===== config.mk =====
export PLATFORM = sky130hd
export DESIGN_NAME = ospt_timer
export DESIGN_NICKNAME = d
export VERILOG_FILES = /design/src/ospt_pkg.sv /design/src/ospt_tick_if.sv /design/src/ospt_prescaler.sv /design/src/ospt_timer.sv /design/src/ospt_trig_sync.sv
export SDC_FILE = /design/constraint.sdc
export NUM_CORES = 1
export LEC_CHECK = 0
export BUFFER_PORTS_ARGS = -buffer_cell sky130_fd_sc_hd__buf_4
export CAP_MARGIN = 30
export CORE_MARGIN = 4
export CORE_UTILIZATION = 30
export CTS_CLUSTER_SIZE = 16
export DETAILED_ROUTE_END_ITERATION = 7
export HOLD_SLACK_MARGIN = 0.12
export SKIP_CTS_REPAIR_TIMING = 1
export SLEW_MARGIN = 20
export SYNTH_ARGS = -nofsm -noshare
export SYNTH_HDL_FRONTEND = slang
export SYNTH_HIERARCHICAL = 1
export SYNTH_SLANG_ARGS = --single-unit

===== constraint.sdc =====
create_clock -name core_clk -period 4.75 [get_ports core_clk]
set_input_delay 0.2375 -clock core_clk [delete_from_list [all_inputs] [get_ports core_clk]]
set_output_delay 0.2375 -clock core_clk [all_outputs]
set_load 0.005 [all_outputs]

===== src/ospt_pkg.sv =====
// Package with constants and types for the one-shot / PWM timer channel.
// ----------------------------------------------------------------------------
// Notes on behaviour
// One-shot counts down; at zero reloads the reload value, then halts.
// One-shot trigger while running reloads the counter and restarts the countdown.
// One-shot starts on external trigger, associated timer overflow, or start flag.
// Clearing the count start flag stops the counter at once in both modes.
// One-shot raises its interrupt request when the count reaches zero.
// Input pin is a general port or the trigger input, per configuration.
// One-shot output pin is a general port or the pulse output, per configuration.
// Timer register reads in these modes return an undefined value.
// A write while stopped updates both reload register and counter.
// A write while counting updates the reload only; counter takes it at next reload.
// PWM counts down as an 8-bit or 16-bit modulator, chosen by software.
// PWM reloads at each output rising edge and keeps counting.
// PWM ignores triggers that arrive while already running.
// 16-bit PWM high time is n periods; cycle is 65535 periods.
// 8-bit PWM high time n*(m+1), cycle 255*(m+1) periods.
// PWM starts on external trigger, associated timer overflow, or start flag.
// 8-bit PWM interrupt at output fall; for n FF or 00, at count 01.
// 16-bit PWM interrupt at output fall; for n FFFF or 0000, at count 0001.
// High width zero holds output low and loads all ones into the timer.
// Count source is clock, clock/8, clock/32, or subclock/32.
// One-shot active period lasts n count-source periods.
// ----------------------------------------------------------------------------
package ospt_pkg;
    localparam logic [15:0] OSPT_RST_COUNT = 16'h0000;
    localparam logic [15:0] OSPT_PWM16_CYCLE = 16'hffff;
    localparam logic [7:0] OSPT_PWM8_CYCLE = 8'hff;
    localparam logic [4:0] OSPT_DIV8_LAST = 5'h07;
    localparam logic [4:0] OSPT_DIV32_LAST = 5'h1f;
    typedef enum logic [1:0] {
        OSPT_SRC_F1 = 2'h0,
        OSPT_SRC_F8 = 2'h1,
        OSPT_SRC_F32 = 2'h2,
        OSPT_SRC_FC32 = 2'h3
    } ospt_src_t;
    typedef enum logic [2:0] {
        OSPT_ST_IDLE = 3'b001,
        OSPT_ST_ONESHOT = 3'b010,
        OSPT_ST_PWM = 3'b100
    } ospt_state_t;
endpackage


===== src/ospt_tick_if.sv =====
// Interface carrying the count-source selection and tick between modules.
`timescale 1ns/100ps
interface ospt_tick_if;
    import ospt_pkg::*;
    ospt_src_t src_sel;
    logic tick;
    modport gen (input src_sel, output tick);
    modport use_end (output src_sel, input tick);
endinterface // ospt_tick_if


===== src/ospt_prescaler.sv =====
// Count-source prescaler producing one-cycle enable pulses.
`timescale 1ns/100ps
module ospt_prescaler (
    input wire logic core_clk,
    input wire logic sys_rst,
    input wire logic sub_clk_pin,
    ospt_tick_if.gen tick_bus
);
    import ospt_pkg::*;

    logic [4:0] div_q;
    logic [4:0] sub_div_q;
    logic sub_s1_q;
    logic sub_s2_q;
    logic sub_s3_q;
    logic sub_rise;
    logic [3:0] tick_vec;

    // ------------------------------------------------------------------------
    // Dividers
    // ------------------------------------------------------------------------
    // The subclock is asynchronous, so it is synchronised before its edges are counted.
    always_ff @(posedge core_clk) begin
        if (sys_rst) begin
            div_q <= 5'h00;
            sub_div_q <= 5'h00;
            sub_s1_q <= 1'b0;
            sub_s2_q <= 1'b0;
            sub_s3_q <= 1'b0;
        end else begin
            div_q <= div_q + 5'h01;
            sub_s1_q <= sub_clk_pin;
            sub_s2_q <= sub_s1_q;
            sub_s3_q <= sub_s2_q;
            if (sub_rise) begin
                sub_div_q <= sub_div_q + 5'h01;
            end
        end
    end

    // Tick selection; the subclock rate is limited by the core clock sampling it.
    assign sub_rise = sub_s2_q & ~sub_s3_q;
    assign tick_vec[0] = 1'b1;
    assign tick_vec[1] = (div_q[2:0] == OSPT_DIV8_LAST[2:0]);
    assign tick_vec[2] = (div_q == OSPT_DIV32_LAST);
    assign tick_vec[3] = sub_rise && (sub_div_q == OSPT_DIV32_LAST);
    assign tick_bus.tick = tick_vec[tick_bus.src_sel];
endmodule // ospt_prescaler


===== src/ospt_timer.sv =====
// Top of the one-shot and PWM timer channel.
`timescale 1ns/100ps
module ospt_timer (
    input wire logic core_clk,
    input wire logic sys_rst,
    input wire logic sub_clk_pin,
    input wire logic trigger_input_pin,
    input wire ospt_pkg::ospt_src_t src_sel,
    input wire logic pwm_mode,
    input wire logic pwm_8bit,
    input wire logic trig_pin_en,
    input wire logic ext_trig_en,
    input wire logic ovf_trig_en,
    input wire logic assoc_overflow,
    input wire logic out_pin_en,
    input wire logic port_out_val,
    input wire logic count_start,
    input wire logic oneshot_start,
    input wire logic wr_en,
    input wire logic [15:0] wr_data,
    output logic [15:0] rd_data,
    output logic port_in_val,
    output logic pulse_output_pin,
    output logic irq,
    output logic running
);
    import ospt_pkg::*;

    ospt_tick_if tick_bus ();
    ospt_state_t state_q;
    ospt_state_t state_d;
    logic [15:0] reload_q;
    logic [15:0] count_q;
    logic [15:0] count_d;
    logic [7:0] pre_q;
    logic [7:0] pre_d;
    logic pwm_hi_q;
    logic pwm_hi_d;
    logic [15:0] phase_q;
    logic [15:0] phase_d;
    logic out_q;
    logic irq_q;
    logic irq_d;
    logic trig_level;
    logic trig_rise;
    logic start_ev;
    logic pwm_start_ev;
    logic tick;
    logic os_active;
    logic os_zero;
    logic os_retrig;
    logic pwm_active;
    logic cnt_step;
    logic [15:0] pwm_cycle;
    logic [15:0] pwm_n;
    logic [15:0] pwm_n_q;
    logic n_zero;
    logic n_full;
    logic cycle_end;
    logic hi_end;
    logic cnt_one;
    logic timer_out;
    logic pwm_out_d;

    // ------------------------------------------------------------------------
    // Count source and trigger
    // ------------------------------------------------------------------------
    assign tick_bus.src_sel = src_sel;

    ospt_prescaler u_pre (
        .core_clk(core_clk),
        .sys_rst(sys_rst),
        .sub_clk_pin(sub_clk_pin),
        .tick_bus(tick_bus)
    );

    ospt_trig_sync u_trig (
        .core_clk(core_clk),
        .sys_rst(sys_rst),
        .pin(trigger_input_pin),
        .pin_level(trig_level),
        .pin_rise(trig_rise)
    );

    assign tick = tick_bus.tick;

    // Start events combine pin trigger, the neighbour's overflow and software.
    assign start_ev = (trig_pin_en && ext_trig_en && trig_rise) || (ovf_trig_en && assoc_overflow);
    assign pwm_start_ev = start_ev || count_start;

    // ------------------------------------------------------------------------
    // One-shot decode
    // ------------------------------------------------------------------------
    assign os_active = (state_q == OSPT_ST_ONESHOT);
    assign pwm_active = (state_q == OSPT_ST_PWM);
    assign os_retrig = os_active && start_ev;
    assign os_zero = os_active && tick && (count_q == 16'h0001);

    // ------------------------------------------------------------------------
    // PWM decode
    // ------------------------------------------------------------------------
    // The phase counter walks the whole cycle; the count register holds the
    // remaining high time so the reload value only lands on a rising edge.
    assign pwm_cycle = pwm_8bit ? {8'h00, OSPT_PWM8_CYCLE} : OSPT_PWM16_CYCLE;
    assign pwm_n = pwm_8bit ? {8'h00, reload_q[15:8]} : reload_q;
    assign n_zero = pwm_8bit ? (pwm_n_q[7:0] == 8'h00) : (pwm_n_q == 16'h0000);
    assign n_full = pwm_8bit ? (pwm_n_q[7:0] == 8'hff) : (pwm_n_q == 16'hffff);
    assign cnt_step = pwm_active && tick && (!pwm_8bit || (pre_q == 8'h00));
    assign cycle_end = cnt_step && (phase_q == 16'h0001);
    assign hi_end = cnt_step && pwm_hi_q && (count_q == 16'h0001);
    assign cnt_one = cnt_step && (phase_q == 16'h0002);
    assign timer_out = os_active || (pwm_active && pwm_hi_q);
    assign pwm_out_d = pwm_hi_q && !n_zero;

    // ------------------------------------------------------------------------
    // Next-state logic
    // ------------------------------------------------------------------------
    always_comb begin
        state_d = state_q;
        count_d = count_q;
        pre_d = pre_q;
        pwm_hi_d = pwm_hi_q;
        phase_d = phase_q;
        irq_d = 1'b0;
        unique case (state_q)
            OSPT_ST_IDLE: begin
                if (!pwm_mode && (start_ev || oneshot_start)) begin
                    state_d = OSPT_ST_ONESHOT;
                    count_d = reload_q;
                end else if (pwm_mode && pwm_start_ev) begin
                    state_d = OSPT_ST_PWM;
                    count_d = (pwm_n == 16'h0000) ? pwm_cycle : pwm_n;
                    phase_d = pwm_cycle;
                    pre_d = reload_q[7:0];
                    pwm_hi_d = 1'b1;
                end
            end
            OSPT_ST_ONESHOT: begin
                if (os_retrig) begin
                    count_d = reload_q;
                end else if (os_zero) begin
                    count_d = reload_q;
                    state_d = OSPT_ST_IDLE;
                    irq_d = 1'b1;
                end else if (tick) begin
                    count_d = count_q - 16'h0001;
                end
            end
            // Start events are never looked at here, so a running modulator ignores them.
            OSPT_ST_PWM: begin
                if (tick && !pwm_8bit) begin
                    pre_d = pre_q;
                end else if (tick) begin
                    pre_d = (pre_q == 8'h00) ? reload_q[7:0] : pre_q - 8'h01;
                end
                if (cycle_end) begin
                    phase_d = pwm_cycle;
                    count_d = (pwm_n == 16'h0000) ? pwm_cycle : pwm_n;
                    pwm_hi_d = 1'b1;
                end else if (cnt_step) begin
                    phase_d = phase_q - 16'h0001;
                    if (pwm_hi_q) begin
                        count_d = count_q - 16'h0001;
                    end
                    if (hi_end && !n_full && !n_zero) begin
                        pwm_hi_d = 1'b0;
                        irq_d = 1'b1;
                    end
                end
                if (cnt_one && (n_full || n_zero)) begin
                    irq_d = 1'b1;
                end
            end
            default: begin
                state_d = OSPT_ST_IDLE;
            end
        endcase
        // A software write while stopped overrides the start load, and a stop takes precedence over counting.
        if (wr_en && (state_q == OSPT_ST_IDLE)) begin
            count_d = wr_data;
        end
        if (!count_start) begin
            state_d = OSPT_ST_IDLE;
        end
    end

    // ------------------------------------------------------------------------
    // Registers
    // ------------------------------------------------------------------------
    // The reload register always takes writes; the counter only when stopped.
    always_ff @(posedge core_clk) begin
        if (sys_rst) begin
            state_q <= OSPT_ST_IDLE;
            reload_q <= OSPT_RST_COUNT;
            count_q <= OSPT_RST_COUNT;
            pre_q <= 8'h00;
            pwm_hi_q <= 1'b0;
            phase_q <= 16'h0000;
            pwm_n_q <= 16'h0000;
            out_q <= 1'b0;
            irq_q <= 1'b0;
            rd_data <= 16'h0000;
            port_in_val <= 1'b0;
            running <= 1'b0;
        end else begin
            state_q <= state_d;
            count_q <= count_d;
            pre_q <= pre_d;
            pwm_hi_q <= pwm_hi_d;
            phase_q <= phase_d;
            if (wr_en) begin
                reload_q <= wr_data;
            end
            if ((state_q == OSPT_ST_IDLE) || cycle_end) begin
                pwm_n_q <= pwm_n;
            end
            out_q <= pwm_mode ? pwm_out_d && pwm_active : (out_pin_en ? timer_out : port_out_val);
            irq_q <= irq_d;
            rd_data <= count_q ^ phase_q;
            port_in_val <= trig_level;
            running <= (state_d != OSPT_ST_IDLE);
        end
    end

    assign pulse_output_pin = out_q;
    assign irq = irq_q;

    // ------------------------------------------------------------------------
    // Assertions
    // ------------------------------------------------------------------------
    a_stop_is_immediate: assert property (@(posedge core_clk) disable iff (sys_rst)
        !count_start |=> !running)
        else $error("Timer kept running after count start flag cleared.");

    a_os_zero_irq: assert property (@(posedge core_clk) disable iff (sys_rst)
        os_zero && !os_retrig && count_start |=> irq && !running)
        else $error("One-shot end did not raise irq and halt.");

    a_os_reload_at_end: assert property (@(posedge core_clk) disable iff (sys_rst)
        os_zero && !os_retrig && count_start && !wr_en |=> count_q == $past(reload_q))
        else $error("One-shot end did not reload count.");

    a_os_retrigger: assert property (@(posedge core_clk) disable iff (sys_rst)
        os_retrig && count_start |=> count_q == $past(reload_q))
        else $error("Retrigger did not reload count.");

    a_write_stopped: assert property (@(posedge core_clk) disable iff (sys_rst)
        wr_en && state_q == OSPT_ST_IDLE |=> count_q == $past(wr_data) && reload_q == $past(wr_data))
        else $error("Write while stopped missed counter or reload.");

    a_write_running: assert property (@(posedge core_clk) disable iff (sys_rst)
        wr_en && os_active && !os_retrig && !os_zero |=>
        count_q == $past(count_q) - {15'h0000, $past(tick)})
        else $error("Write while counting changed the counter.");

    a_pwm_zero_low: assert property (@(posedge core_clk) disable iff (sys_rst)
        pwm_active && pwm_mode && n_zero ##1 pwm_mode |-> !pulse_output_pin)
        else $error("Zero high width did not hold output low.");

    a_pwm_ignore_trig: assert property (@(posedge core_clk) disable iff (sys_rst)
        pwm_active && start_ev && !cnt_step && count_start && !wr_en |=> count_q == $past(count_q))
        else $error("Trigger disturbed a running PWM counter.");

    a_irq_one_cycle: assert property (@(posedge core_clk) disable iff (sys_rst)
        irq |=> !irq)
        else $error("Interrupt request longer than one cycle.");

    // Apart from the start from idle, the wrap of the phase counter is the only place where a new high phase may start.
    a_pwm_rise_reload: assert property (@(posedge core_clk) disable iff (sys_rst)
        cycle_end && count_start |=> pwm_hi_q && phase_q == $past(pwm_cycle))
        else $error("PWM cycle end did not reload and raise the pulse.");

    a_pwm_fall_irq: assert property (@(posedge core_clk) disable iff (sys_rst)
        hi_end && !cycle_end && !n_full && !n_zero && count_start |=> irq && !pwm_hi_q)
        else $error("PWM falling edge did not raise irq.");
endmodule // ospt_timer


===== src/ospt_trig_sync.sv =====
// Trigger pin synchroniser with rising-edge detector and port pass-through.
`timescale 1ns/100ps
module ospt_trig_sync (
    input wire logic core_clk,
    input wire logic sys_rst,
    input wire logic pin,
    output logic pin_level,
    output logic pin_rise
);
    logic s1_q;
    logic s2_q;
    logic s3_q;

    // Two flip-flops before any logic, then a third for the edge.
    always_ff @(posedge core_clk) begin
        if (sys_rst) begin
            s1_q <= 1'b0;
            s2_q <= 1'b0;
            s3_q <= 1'b0;
        end else begin
            s1_q <= pin;
            s2_q <= s1_q;
            s3_q <= s2_q;
        end
    end

    assign pin_level = s2_q;
    assign pin_rise = s2_q & ~s3_q;
endmodule // ospt_trig_sync

Yosys cells after proc, flatten, opt, wreduce, memory -nomap -nowiden
Index checks and enable logic that the tools add are counted.
{ "totals": {"reg_bits": 111, "wordCells": 145, "output_inout_bits": 20} }
{ "classes": {"reduce_logical": 44, "mux": 49, "bitwise_logic": 5, "n_eq_ne": 22, "addsub": 5, "n_lt_le_gt_ge": 1} }
{ "op_table": {"columns": ["cell", "count"], "rows": [
  ["$mux W16", 16],
  ["$pmux W16 S3", 1],
  ["$mux W8", 5],
  ["$eq A16 B1 Y1 const B", 2],
  ["$logic_not A16 Y1", 2],
  ["$pmux W16 S2", 1],
  ["$sub A16 B1 Y16 const B", 2],
  ["$logic_and A1 B1 Y1", 23],
  ["$eq A16 B16 Y1 const B", 1],
  ["$eq A16 B2 Y1 const B", 1],
  ["$logic_not A8 Y1", 2],
  ["$mux W1", 16],
  ["$pmux W8 S2", 1],
  ["$xor A16 B16 Y16", 1],
  ["$mux W3", 5],
  ["$reduce_and A5 Y1", 3],
  ["$add A5 B1 Y5 const B", 2],
  ["$eq A5 B5 Y1 const B", 2],
  ["$ne A3 B1 Y1 const B", 3],
  ["$pmux W3 S3", 1],
  ["$eq A8 B8 Y1 const B", 1],
  ["$ne A2 B2 Y1 const B", 4],
  ["$sub A8 B1 Y8 const B", 1],
  ["$logic_or A1 B1 Y1", 7],
  ["other kinds (16)", 23]
]} }

Depth between registers and ports, before layout
{ "depth": {"depth_word": 16, "mapped_depth": 15, "mapped_depth_nobuf": 12} }

By module
The synthesis kept the hierarchy.
{ "modules_own_cells": {"columns": ["module", "seq_area_each_um2", "instances", "area_each_um2", "cells_per_inst"], "rows": [
  ["ospt_timer", 1921.8, 1, 5181.2, 657],
  ["ospt_prescaler", 260.2, 1, 553.0, 50],
  ["ospt_trig_sync", 60.1, 1, 87.6, 7]
]} }

Worst setup path before layout
Ideal clock, no wire load.
{ "synth_path": {"path_kind": "reg-to-reg", "from": "register u_pre.sub_div_q[0]", "to": "register count_q[2]", "setup_time_ps": 131, "n_path_buf": 3, "setup_slack_ps": 1768, "t_required_ps": 4619, "stages_incl_launch_ff": 16, "arrival_time_ps": 2851, "path_cell_list": "dfxtp_1 > ha_1 > and3_1 > ha_1 > nand3_1 > a32oi_1 > clkbuf_1 > nor4bb_1 > a221oi_1 > nor4_1 > and2_1 > clkbuf_1 > clkbuf_1 > o31ai_1 > nand3_1 > o41ai_1"} }
{ "synth_via": {"elab_chain_cells": 10, "elab_cells_between_ends": 18, "classes_between": "eq/ne: 4; mux: 7; reduce/logical: 7"} }
{ "synth_lines": {"columns": ["element", "line_no", "source"], "rows": [
  ["start: declaration", "ospt_prescaler.sv:12", "logic [4:0] sub_div_q;"],
  ["start signal: assignment", "ospt_prescaler.sv:36", "sub_div_q <= sub_div_q + 5'h01;"],
  ["$eq A5 B5 Y1 (*)", "ospt_prescaler.sv:46", "assign tick_vec[3] = sub_rise && (sub_div_q == OSPT_DIV32_LAST);"],
  ["$logic_and A1 B1 Y1 (*)", "ospt_prescaler.sv:46", null],
  ["$bmux W1 S2 (*)", "ospt_prescaler.sv:47", "assign tick_bus.tick = tick_vec[tick_bus.src_sel];"],
  ["$mux W1 (implied by the code) (*)", "ospt_prescaler.sv:47", null],
  ["via tick", "ospt_timer.sv:48", "logic tick;"],
  ["$logic_and A1 B1 Y1 (on tied branches) (2 in series)", "ospt_timer.sv:97, ospt_timer.sv:108", null],
  ["$mux W16 / $logic_and A1 B1 Y1 (equally long branches)", "ospt_timer.sv:141, ospt_timer.sv:109", null],
  ["$mux W16 (on tied branches)", "ospt_timer.sv:139, ospt_timer.sv:156", null],
  ["$pmux W16 S3", "ospt_timer.sv:125", "unique case (state_q)"],
  ["$mux W16", "ospt_timer.sv:179", "if (wr_en && (state_q == OSPT_ST_IDLE)) begin"],
  ["end signal: assignment", "ospt_timer.sv:207", "count_q <= count_d;"],
  ["end: declaration", "ospt_timer.sv:33", "logic [15:0] count_q;"]
]} }
The timed path passes the listed nets; every way through them passes the cells marked *. The select of a mux whose other input is x is not followed.
A chain may end at the register's enable or synchronous reset.

Worst setup path after layout
{ "layout_path": {"from": "register u_pre.sub_div_q[0]", "to": "register count_q[12]"} }
Same word-level chain as after synthesis.

==> impl_metrics.toml <==
[run_status]
status = "complete, no violations"

[setup_path]
crit_path_start_kind = "flip-flop"
cpPeakStageDelay_ns = 0.61
rr_worst_depth = 13
crit_required_ns = 5.00
setup.worst_path.class = "reg -> reg"
reg2reg_from = "u_pre/sub_div_q[0]"
critPathCaptureType = "flip-flop"
crit_top_cell = "ha_1"
r2r_end = "count_q[12]"
slowest_stage = "a32oi_1"
critPathMaxFanout = 16
worstPathCellList = "ha_1, and3_1, ha_1, nand3_1, a32oi_1, nor4bb_1, a221oi_1, nor4_1, nand2_1, buf_4, a21oi_1, o221ai_1, nor3b_2"
worstPathArrival_ns = 3.96
r2r_setup_slack_ns = 1.04

[cts]
clockBufferDepth = 2
clkSlewWorstSetupHoldPaths_ns = 0.08
cts_max_level = 3
cts_sinks = 112
cts_buffers = 9
cts_root_buf = "clkbuf_16"
cts_tree = "done"
insertion_delay_ns = 0.37

[global_route]
grt_util_all_layers_pct = 15.4
grt_pass1_wl_mm = 27.2
antenna_found_initial = 0
grt_pass1_vias = 5241
overflow = 0
grt_max_degree = 61

[worst_hold_path]
hp-class = "in -> reg"
whs_endpoint = "reload_q[14]"
hold_start = "wr_data[14]"
min_path_cells = 3

[synthesis]
ys_warn_count = 6
syn_nets = 759
ys_seq_area_share_pct = 38.5
muxShareOfSynthArea_pct = 4.06
synth_top_family_by_area = "simple AND/OR/NAND/NOR gates"
yosys.area.top_type = "dfxtp_1"
synth_ff_type = "dfxtp_1"
syn_inst = 714
async_flop_share_pct = 0
syn_area_per_cell_sq_um = 8.15
syn_area_sq_mm = 0.00582
synth.area.top_cells = "dfxtp_1 39%, nor2_1 7.9%, a21oi_1 5.8%"
synth_xor_xnor_area_share_pct = 4.06
synth-edff-count = 0
synthAdderAreaFrac_pct = 2.58
synthSimpleGateAreaFrac_pct = 27.2
synth_compound_area_share_pct = 19.2
synth_most_common_cell = "nor2_1"
synthTopCellsByCount = "122 x nor2_1, 112 x dfxtp_1, 68 x a21oi_1, 43 x nand2_1, 34 x clkbuf_1"
synth.distinct_cells = 72
synth_top_area_share_pct = 38.5
synth_seq_cells = 112

[detailed_routing]
num_vias = 5304
drtIter0Drc = 399
viasPerCell = 5.26
wl_mm = 16.4
wire_per_inst_um = 16.3
drtPass1Iterations = 7
drcViolationCount = 0
ant_nets = 0

[sta]
max_freq_mhz = 269
finalSetupViolations = 0
post-route-period-util_pct = 78.2
fin_crit_ns = 3.71
worst_slew_pin_slew_ns = 0.969
fin_ws_ns = 1.04
maxSlewHeadroom_pct = 34.9
skew_ns = 0.0108
finalHoldViolations = 0
rsz0062_at_grt = "false"
slew_violations = 0
tns_ns = 0
fin_hold_ws_ns = 0.113

[cells_and_area]
fin_nets = 788
drive_above_1_share_pct = 13.9
num_antenna_cells = 0
fin_cells = 1008
final_util_pct = 35.6
area_growth_pct = 15.6
multiInputGateArea_sq_mm = 0.00333
fillers = 2032
seq_area_sq_mm = 0.00224

[floorplanning]
rows = 50
die-height_um = 147
initial_core_util_pct = 30.8
die-area_sq_mm = 0.0217
coreArea_sq_mm = 0.0189
die_w_um = 147
pin_count = 53

[flow_run]
maxCapViolations = 0

[placed_design]
dp.cells = 990
routabilityCongestion = 0.855
dp_slack_ns = 1.05
dp_hpwl_mm = 11.8
port_buffers = 52

[power]
cellPowerDensity_mw_per_mm2 = 363
vdd_drop_max_v = 0.000137
power.leakage_nw = 2.51
critical path, delay by kind of cell (launching register included):
kind,cells,cell delay [ns]
simple gates,6,1.24
compound gates,4,1.40
buf+inv,1,0.21
flops,1,0.41
fa+ha+maj,2,0.32
cells in the final DEF (no fill, tap or decap), drive strengths merged, types with 4 or more instances in the layout:
| master | synthesis | routed |
|---|---|---|
| a211oi | 13 | 13 |
| a21oi | 68 | 68 |
| and2 | 6 | 6 |
| buf | 9 | 60 |
| clkbuf | 35 | 9 |
| dfxtp | 112 | 112 |
| ha | 12 | 12 |
| inv | 16 | 20 |
| mux2i | 21 | 21 |
| nand2 | 44 | 44 |
| nand3 | 18 | 18 |
| nand4 | 12 | 12 |
| nor2 | 122 | 122 |
| nor2b | 16 | 16 |
| nor3 | 28 | 28 |
| nor3b | 14 | 14 |
| nor4 | 19 | 19 |
| o21ai | 28 | 28 |
| o221a | 4 | 4 |
| o221ai | 4 | 4 |
| o22ai | 13 | 13 |
| o31ai | 9 | 9 |
| o41ai | 5 | 5 |
| or3 | 6 | 6 |
| or4 | 6 | 6 |
| xnor2 | 23 | 23 |
| xor2 | 4 | 4 |
where the power goes:
| part | internal, mW | leakage, nW | switching, mW |
|---|---|---|---|
| Sequential | 1.01 | 0.919 | 0.0968 |
| Combinational | 0.239 | 1.45 | 0.304 |
| Clock | 0.378 | 0.150 | 0.413 |
| Total | 1.63 | 2.51 | 0.814 |
worst max-delay path by stage:
stage / start / endpoint / cells after the start
floorplan: u_pre/sub_div_q[0] / count_q[2] / 15
global placement: u_pre/sub_div_q[0] / count_q[8] / 13
detailed placement: u_pre/sub_div_q[0] / count_q[12] / 13
CTS: u_pre/sub_div_q[0] / count_q[12] / 13
global route: u_pre/sub_div_q[0] / count_q[8] / 13
finish: u_pre/sub_div_q[0] / count_q[12] / 13
cell type report:
| type | instances | share of cell area (%) |
|---|---|---|
| well taps | 260 | 4.83 |
| clock buffers | 9 | 3.35 |
| flip-flops and latches | 112 | 33.3 |
| repair buffers | 62 | 6.99 |
| inverters | 16 | 0.892 |
| multi-input cells | 542 | 49.4 |
| clock inverters | 7 | 1.21 |
kinds of logic (layout without fill, tap and decap cells):
kind of cell,after synthesis,count (layout)
simple gates,306,306
compound gates,174,174
fa+ha+maj,12,12
mux,23,23
buf+inv,60,94
flops,112,112
xor+xnor,27,27
stage by stage:
step | cell area, sq um | total power [mW]
final | 6730 | 2.44
after floorplan | 5820 | 1.49
after CTS | 6710 | 2.46
after detailed placement | 6400 | 1.67
after global routing | 6730 | 2.58
after global placement | 6400 | 1.66
state kept, by name, indices dropped and copies added, names as in the netlist, 3 cells and up:
signal and count:
count_q 16, phase_q 16, pre_q 8, pwm_n_q 16, rd_data 16, reload_q 16
state_q 3, u_pre/div_q 5, u_pre/sub_div_q 5
per-layer routing:
layer  share of wire [%]  GRT usage [%]  vias up
li1                    -              -     2635
met2                  46           25.0      120
met3                 5.1           2.65       22
met4                 2.1           5.82        0
met5                   0              0        -
met1                  47           20.7     2527
No activity file was read; power rests on OpenSTA's default activity.
